$ cat src/bmap_defines.svh
// What this block does
// - Thirteen-bit program counter spans 8K words
// - Fetches above 07FFh wrap into implemented space
// - Reset loads 0000h, interrupt loads 0004h
// - Fetch path and data path run side by side; a data write to offset 02h loads the PC
// - Status bits 6:5 select banks 0-3
// - Each bank holds offsets 00h to 7Fh
// - Low offsets special registers, upper offsets RAM
// - Core registers mirrored, status in every bank
// - Offset 00h accesses through indirect pointer register
// - User code may read program memory internally
// - Upper PC bits load from pc_upper_latch
`ifndef BMAP_DEFINES_SVH
`define BMAP_DEFINES_SVH

// ===========================================================
// Widths
// ===========================================================
`define BMAP_PC_W          13
`define BMAP_PROG_AW       11
`define BMAP_OFF_W         7
`define BMAP_DADDR_W       9
`define BMAP_GPR_DEPTH     128

// ===========================================================
// Vectors
// ===========================================================
`define BMAP_RESET_VEC     13'h0000
`define BMAP_IRQ_VEC       13'h0004

// ===========================================================
// Register offsets within every bank
// ===========================================================
`define BMAP_OFF_INDIRECT  7'h00
`define BMAP_OFF_PC_LOW    7'h02
`define BMAP_OFF_STATUS    7'h03
`define BMAP_OFF_POINTER   7'h04
`define BMAP_OFF_PC_UPPER  7'h0a
`define BMAP_OFF_GPR_BASE  7'h20
`define BMAP_OFF_SHARED    7'h40

// ===========================================================
// Status field positions and reset values
// ===========================================================
`define BMAP_ST_IRP        7
`define BMAP_ST_BANK_HI    6
`define BMAP_ST_BANK_LO    5
`define BMAP_STATUS_RST    8'h18
`define BMAP_POINTER_RST   8'h00
`define BMAP_PC_UPPER_RST  5'h00

`endif

$ cat src/bmap_pkg.sv
package bmap_pkg;

  // ===========================================================
  // Top-level state
  // ===========================================================
  typedef struct packed {
    logic [12:0] pc;
    logic [10:0] fetch_addr;
    logic [7:0]  status;
    logic [7:0]  pointer;
    logic [4:0]  upper_latch;
    logic [7:0]  rdata;
    logic [8:0]  data_addr;
    logic [10:0] prog_addr;
    logic        prog_valid;
  } map_state_type;

endpackage

$ cat src/gpr_alias_map.sv
`timescale 1ns/10ps
`include "bmap_defines.svh"

module gpr_alias_map (
  input  wire logic [1:0] bank_i,
  input  wire logic [6:0] offset_i,
  output logic            is_gpr_o,
  output logic [6:0]      index_o
);

  // ===========================================================
  // Physical RAM index
  // ===========================================================
  // Odd banks below 40h own 32 bytes after bank 0's 96
  always_comb begin
    is_gpr_o = (offset_i >= `BMAP_OFF_GPR_BASE);
    if (bank_i[0] && (offset_i < `BMAP_OFF_SHARED)) begin
      index_o = offset_i + 7'h40;
    end else begin
      index_o = offset_i - `BMAP_OFF_GPR_BASE;
    end
  end

endmodule // gpr_alias_map

$ cat src/gpr_byte_store.sv
`timescale 1ns/10ps

module gpr_byte_store #(
  parameter int DEPTH = 128,
  parameter int AW    = 7
) (
  input  wire logic          clk_i,
  input  wire logic          rstn_i,
  input  wire logic          we_i,
  input  wire logic [AW-1:0] index_i,
  input  wire logic [7:0]    wdata_i,
  output logic [7:0]         rdata_o
);

  typedef struct packed {
    logic [DEPTH-1:0][7:0] mem;
  } store_type;

  store_type s;
  store_type next_s;

  // ===========================================================
  // Flop storage, read is combinational from the array
  // ===========================================================
  always_comb begin
    next_s = s;
    if (we_i) begin
      next_s.mem[index_i] = wdata_i;
    end
  end

  // Cleared at reset so reads never show unknowns
  always_ff @(posedge clk_i or negedge rstn_i) begin
    if (!rstn_i) begin
      s <= '0;
    end else begin
      s <= next_s;
    end
  end

  assign rdata_o = s.mem[index_i];

endmodule // gpr_byte_store

$ cat src/banked_memory_address_map.sv
`timescale 1ns/10ps
`include "bmap_defines.svh"

module banked_memory_address_map (
  input  wire logic        clk_i,
  input  wire logic        rstn_i,
  // Program side
  input  wire logic        pc_step_i,
  input  wire logic        pc_goto_i,
  input  wire logic [10:0] goto_addr_i,
  input  wire logic        irq_take_i,
  input  wire logic        prog_read_i,
  input  wire logic [12:0] prog_read_addr_i,
  output logic [12:0]      pc_o,
  output logic [10:0]      fetch_addr_o,
  output logic [10:0]      prog_read_addr_o,
  output logic             prog_read_valid_o,
  // Data side
  input  wire logic [6:0]  data_addr_i,
  input  wire logic [7:0]  data_wdata_i,
  input  wire logic        data_we_i,
  input  wire logic        data_re_i,
  output logic [7:0]       data_rdata_o,
  output logic [8:0]       data_addr_o
);

  bmap_pkg::map_state_type s;
  bmap_pkg::map_state_type next_s;

  logic       indirect;
  logic [1:0] eff_bank;
  logic [6:0] eff_off;
  logic       void_access;
  logic       is_gpr;
  logic [6:0] gpr_index;
  logic [7:0] gpr_rdata;
  logic       gpr_we;
  logic [7:0] reg_rdata;
  logic       pc_low_write;

  // ===========================================================
  // Address formation
  // ===========================================================
  // Offset 00h redirects through the pointer and status bit 7
  always_comb begin
    indirect = (data_addr_i == `BMAP_OFF_INDIRECT);
    if (indirect) begin
      eff_bank = {s.status[`BMAP_ST_IRP], s.pointer[7]};
      eff_off  = s.pointer[6:0];
    end else begin
      eff_bank = {s.status[`BMAP_ST_BANK_HI], s.status[`BMAP_ST_BANK_LO]};
      eff_off  = data_addr_i;
    end
  end

  // Pointer aimed at itself reads zero and drops writes
  assign void_access = (eff_off == `BMAP_OFF_INDIRECT);

  gpr_alias_map u_alias (
    .bank_i   (eff_bank),
    .offset_i (eff_off),
    .is_gpr_o (is_gpr),
    .index_o  (gpr_index)
  );

  assign gpr_we = data_we_i && is_gpr;

  gpr_byte_store #(
    .DEPTH (`BMAP_GPR_DEPTH),
    .AW    (7)
  ) u_store (
    .clk_i   (clk_i),
    .rstn_i  (rstn_i),
    .we_i    (gpr_we),
    .index_i (gpr_index),
    .wdata_i (data_wdata_i),
    .rdata_o (gpr_rdata)
  );

  // ===========================================================
  // Read mux for the low offsets
  // ===========================================================
  // Core registers decode without the bank bits, so all banks see them
  always_comb begin
    reg_rdata = 8'h00;
    if (is_gpr) begin
      reg_rdata = gpr_rdata;
    end else if (!void_access) begin
      case (eff_off)
        `BMAP_OFF_PC_LOW:   reg_rdata = s.pc[7:0];
        `BMAP_OFF_STATUS:   reg_rdata = s.status;
        `BMAP_OFF_POINTER:  reg_rdata = s.pointer;
        `BMAP_OFF_PC_UPPER: reg_rdata = {3'h0, s.upper_latch};
        default:            reg_rdata = 8'h00; // Peripheral slots read zero
      endcase
    end
  end

  assign pc_low_write = data_we_i && !void_access && (eff_off == `BMAP_OFF_PC_LOW);

  // ===========================================================
  // Next state
  // ===========================================================
  always_comb begin
    next_s = s;
    // Data path, independent of the fetch path below
    if (data_we_i && !void_access) begin
      case (eff_off)
        `BMAP_OFF_STATUS:   next_s.status      = data_wdata_i;
        `BMAP_OFF_POINTER:  next_s.pointer     = data_wdata_i;
        `BMAP_OFF_PC_UPPER: next_s.upper_latch = data_wdata_i[4:0];
        default:            next_s.pointer     = s.pointer;
      endcase
    end
    if (data_re_i) begin
      next_s.rdata = reg_rdata;
    end
    if (data_re_i || data_we_i) begin
      next_s.data_addr = {eff_bank, eff_off};
    end
    // Program counter, interrupt wins over every other load
    if (irq_take_i) begin
      next_s.pc = `BMAP_IRQ_VEC;
    end else if (pc_low_write) begin
      next_s.pc = {s.upper_latch, data_wdata_i};
    end else if (pc_goto_i) begin
      next_s.pc = {s.upper_latch[4:3], goto_addr_i};
    end else if (pc_step_i) begin
      next_s.pc = s.pc + 13'h0001;
    end
    // Upper two counter bits are kept but never decoded
    next_s.fetch_addr = next_s.pc[10:0];
    // Table reads run beside the fetch on their own address
    next_s.prog_valid = prog_read_i;
    if (prog_read_i) begin
      next_s.prog_addr = prog_read_addr_i[10:0];
    end
  end

  // ===========================================================
  // State register
  // ===========================================================
  always_ff @(posedge clk_i or negedge rstn_i) begin
    if (!rstn_i) begin
      s            <= '0;
      s.pc         <= `BMAP_RESET_VEC;
      s.fetch_addr <= 11'h000;
      s.status     <= `BMAP_STATUS_RST;
      s.pointer    <= `BMAP_POINTER_RST;
      s.upper_latch <= `BMAP_PC_UPPER_RST;
    end else begin
      s <= next_s;
    end
  end

  // ===========================================================
  // Outputs straight from the state flops
  // ===========================================================
  assign pc_o              = s.pc;
  assign fetch_addr_o      = s.fetch_addr;
  assign prog_read_addr_o  = s.prog_addr;
  assign prog_read_valid_o = s.prog_valid;
  assign data_rdata_o      = s.rdata;
  assign data_addr_o       = s.data_addr;
endmodule // banked_memory_address_map

$ cat config.mk
export PLATFORM = sky130hd
export DESIGN_NAME = banked_memory_address_map
export DESIGN_NICKNAME = d
export VERILOG_FILES = /design/src/bmap_pkg.sv /design/src/gpr_alias_map.sv /design/src/gpr_byte_store.sv /design/src/banked_memory_address_map.sv
export VERILOG_INCLUDE_DIRS = /design/src /design/src/src
export SDC_FILE = /design/constraint.sdc
export NUM_CORES = 2
export LEC_CHECK = 0
export ABC_AREA = 1
export BUFFER_PORTS_ARGS = -buffer_cell sky130_fd_sc_hd__buf_2
export CAP_MARGIN = 40
export CORE_MARGIN = 2
export CORE_UTILIZATION = 45
export DETAILED_ROUTE_END_ITERATION = 16
export HOLD_SLACK_MARGIN = 0.03
export PLACE_DENSITY_LB_ADDON = 0.05
export SYNTH_ARGS = -nofsm -noshare
export SYNTH_HDL_FRONTEND = slang
export SYNTH_SLANG_ARGS = --single-unit
$ cat constraint.sdc
create_clock -name clk_i -period 3.8 [get_ports clk_i]
set_clock_uncertainty 0.2 [all_clocks]
set_input_delay 0.19 -clock clk_i [delete_from_list [all_inputs] [get_ports clk_i]]
set_output_delay 0.19 -clock clk_i [all_outputs]
set_load 0.02 [all_outputs]
==> out/qor.txt <==
========================================================================================
Run status                                                                     completed
Total power consumption of the routed design                                     28.6 mW
Count of input and output buffers                                                     97
Distinct cell type count of the synthesized netlist                                   41
Ys Warns                                                                               0
Launching element of the worst setup path                                   data_addr_i[1]
Endpoint of the worst register-to-register path                             data_rdata_o[0]
Row cnt                                                                              125
CTS tree                                                                             yes
Sequential group share of total power                                              0.453
Fraction of synthesis flops using an asynchronous set or reset pin                  1.00
VDD IR max                                                                      0.494 mV
Pwr dens                                                                     478 nW/um^2
Post-Synthesis Cells                                                                7004
Measured slew at the worst slew-check pin                                       0.960 ns
Clock Tree Root                                                             sky130_fd_sc_hd__clkbuf_16
Final setup TNS                                                                     0 ns
Wire length per cell                                                             19.5 um
Minimum setup slack among reg-to-reg paths                                       0.37 ns
Data required time of the worst path                                             4.22 ns
First-pass GRT wire length                                                        263 mm
Hold violation count in the final report                                               0
Leakage power                                                                    29.6 nW
Number of antenna-violating nets in the routed design                                  0
Kind of start point of the critical path                                      input port
Number of DRC markers in iteration 0                                                3950
Critical-path maximum fanout                                                          14
Number of clock buffers inserted by TritonCTS                                        130
Final-stage net count                                                               7022
Max Cap Viol                                                                           0
Share of layout cells above drive strength 1                                      0.0821
Maximum number of pins on one net before global-route repair                         162
Startpoint of the worst register-to-register path                                  s[34]
Avg Inst Size Synth                                                            7.54 um^2
Most common cell after layout, fill and taps aside                          sky130_fd_sc_hd__nand2_1
# clock sinks                                                                       1087
Post-synth design cell area                                                   52800 um^2
Via-to-Cell Ratio                                                                   5.22
Capturing element type of the critical path                                         flop
Area of the core                                                             116000 um^2
Routed via count                                                                   44800
CTS clk-pin slew, worst paths                                                    0.05 ns
Portion of the clock cycle consumed by the worst path in the final layout          0.931
Overall track demand over capacity in global routing                               0.282
Synth Net Count                                                                     7054
Number of filler instances in the final layout                                     11600
Sequential-to-total area share from yosys stat                                     0.515
H-tree depth reported by CTS                                                           4
Overflow after GRT                                                                     0
Routability congestion estimate from global placement                              0.873
Internal power contribution                                                      21.0 mW
CP cell instances                                                           dlygate4sd3_1, buf_2, nor2_1, nand2_1, nor2_2, buf_4, nand2_1, nand2_4, nand2_2, nor2_1, nand2_2, nor2_4, inv_2, nand2_2, nor2_1, nand3_1, dlygate4sd3_1, o21ai_0, dlygate4sd3_1
Via count of the first global-routing pass                                         43000
Initial antenna violation count                                                        1
Top flip-flop cell by instance count after synthesis                        sky130_fd_sc_hd__dfrtp_1
Arrival time at the worst endpoint                                               3.96 ns
RSZ-0062 raised after global routing                                                  no
Slowest cell on the critical path                                           sky130_fd_sc_hd__dlygate4sd3_1
Clock power frac                                                                   0.432
Max Slew Vio Count                                                                     0
Most used cells in the layout excluding fill and tap cells                  sky130_fd_sc_hd__nand2_1 (2877), sky130_fd_sc_hd__dfrtp_1 (1085), sky130_fd_sc_hd__o21ai_0 (1018)
I/O Pins                                                                             100
Layout Utilization                                                                 0.515
End point of the critical path                                                  pc_o[12]
Total iterations of the first detailed-routing run                                     6
Headroom to the max-slew limit                                                     0.360
Final setup violation count                                                            0
Delay of the slowest cell on the worst path                                      0.56 ns
Area added between synthesis and finish                                            13.5%
Startpoint-to-endpoint class of the critical path                           input port to flop
Residual DRC                                                                           0
Number of enable flip-flop cells after synthesis                                       0
Final critical path time including I/O delays and setup                          3.54 ns
Maximum root-to-sink buffer count                                                      3
Switching Share                                                                    0.266
Peak clock frequency supported by timing                                         283 MHz
DIE AREA                                                                     120000 um^2
Starting Density                                                                   0.454
Latest clock arrival within the worst-skew pair                                  0.77 ns
Horizontal extent of the die                                                      347 um
Final wirelength                                                                  167 mm
Half-perimeter wire length of the detailed placement result                       100 mm
Sw power                                                                         7.62 mW
Type of the worst min-delay path                                            input port to flop
Number of synthesized register bits                                                 1087
Combinational share of power                                                       0.115
Depth of the most critical reg-to-reg path                                            21
Overall die height                                                                347 um
========================================================================================
[power groups by stage]
stage | sequential [mW] | clock [mW] | combinational (mW)
5_1_grt | 13.1 | 13.1 | 3.74
4_1_cts | 13.0 | 12.6 | 3.32
3_5_place_dp | 13.2 | 0 | 3.22
3_3_place_gp | 13.1 | 0 | 3.17
2_1_floorplan | 13.0 | 0 | 2.06
6_report | 13.0 | 12.4 | 3.30
[per-stage QoR]
| step | instance area, um^2 | hold slack (ns) | worst slack [ns] | std cells |
|---|---|---|---|---|
| floorplan | 52800 | -0.306 | 0.833 | 7004 |
| global placement | 54700 | 0.0928 | 0.192 | 8266 |
| detailed placement | 54800 | 0.0970 | 0.184 | 8271 |
| CTS | 59900 | 0.0597 | 0.195 | 8586 |
| global route | 59900 | 0.129 | 0.0513 | 8590 |
| finish | 60000 | 0.130 | 0.263 | 8591 |
[registers in the layout, summed over array words and instances (netlist names)]
name               flops
u_store.s           1024
prog_read_addr_o      11
s                     21
data_addr_o            9
pc_o                  13
prog_read_valid_o      1
data_rdata_o           8
[what timing repair did]
action                                  in CTS  in global routing
endpoints found under the setup margin       0                  2
resized for setup                            0                  2
hold endpoints to repair                  1330                  0
hold buffers                                89                  0
setup buffers                                0                  4
[cell usage after synthesis, types with 4 or more instances]
master | number | area (um^2)
sky130_fd_sc_hd__nand2_1 | 2881 | 10800
sky130_fd_sc_hd__dfrtp_1 | 1085 | 27200
sky130_fd_sc_hd__o21ai_0 | 1018 | 5090
sky130_fd_sc_hd__inv_1 | 412 | 1550
sky130_fd_sc_hd__nand3_1 | 371 | 1860
sky130_fd_sc_hd__nor2_1 | 346 | 1300
sky130_fd_sc_hd__clkbuf_1 | 296 | 1110
sky130_fd_sc_hd__buf_2 | 115 | 576
sky130_fd_sc_hd__buf_4 | 75 | 563
sky130_fd_sc_hd__o21ai_1 | 71 | 355
sky130_fd_sc_hd__o21a_1 | 58 | 435
sky130_fd_sc_hd__a21oi_1 | 44 | 220
sky130_fd_sc_hd__buf_1 | 31 | 116
sky130_fd_sc_hd__nand2_4 | 27 | 304
sky130_fd_sc_hd__o211ai_1 | 26 | 195
sky130_fd_sc_hd__nand4_1 | 24 | 150
sky130_fd_sc_hd__nor2_2 | 15 | 93.8
sky130_fd_sc_hd__nor2_4 | 13 | 146
sky130_fd_sc_hd__o22ai_1 | 13 | 81.3
sky130_fd_sc_hd__nand2_2 | 12 | 75.1
sky130_fd_sc_hd__mux2_2 | 11 | 124
sky130_fd_sc_hd__or2_2 | 11 | 68.8
sky130_fd_sc_hd__inv_2 | 7 | 26.3
sky130_fd_sc_hd__xor2_1 | 6 | 52.6
sky130_fd_sc_hd__buf_6 | 4 | 45.0
[layer usage]
| metal | routed length (um) | GRT usage |
|---|---|---|
| met5 | 0 | 0 |
| met4 | 5350 | 0.0962 |
| met3 | 7850 | 0.0379 |
| met2 | 77600 | 0.453 |
| met1 | 76600 | 0.393 |
[how the worst min path moves through the flow]
stage | cells after the start | start | endpoint
floorplan | 0 | rstn_i | data_addr_o[0]
global placement | 1 | rstn_i | u_store.s[738]
detailed placement | 1 | rstn_i | u_store.s[738]
CTS | 4 | data_wdata_i[1] | u_store.s[657]
global route | 4 | data_wdata_i[1] | u_store.s[657]
finish | 4 | data_wdata_i[3] | u_store.s[659]
[layout make-up]
class,count,area (um^2),share of cell area
Antenna cell,1,2.50,0.0000417
Clock buffer,206,3990,0.0665
Clock inverter,20,215,0.00359
Inverter,424,1640,0.0273
Multi-Input combinational cell,4972,21700,0.362
Sequential cell,1087,27200,0.454
Tap cell,1524,1910,0.0318
Timing Repair Buffer,357,3290,0.0549
[cells by family after synthesis]
family                     share of synthesized area
and+or+nand+nor                                0.283
AOI/OAI and AO/OA                              0.122
DFF                                            0.515
buffers and inverters                         0.0759
muxes                                        0.00234
xor gates and xnor gates                     0.00116
adders and majority gates                   0.000711
[worst max-delay path: cells and delay by family]
family / cells / cell delay [ns]
and+or+nand+nor: 12 / 1.56
AOI/OAI and AO/OA: 1 / 0.07
buffers and inverters: 6 / 2.14
Note: power is estimated with default switching activity, not from simulation.
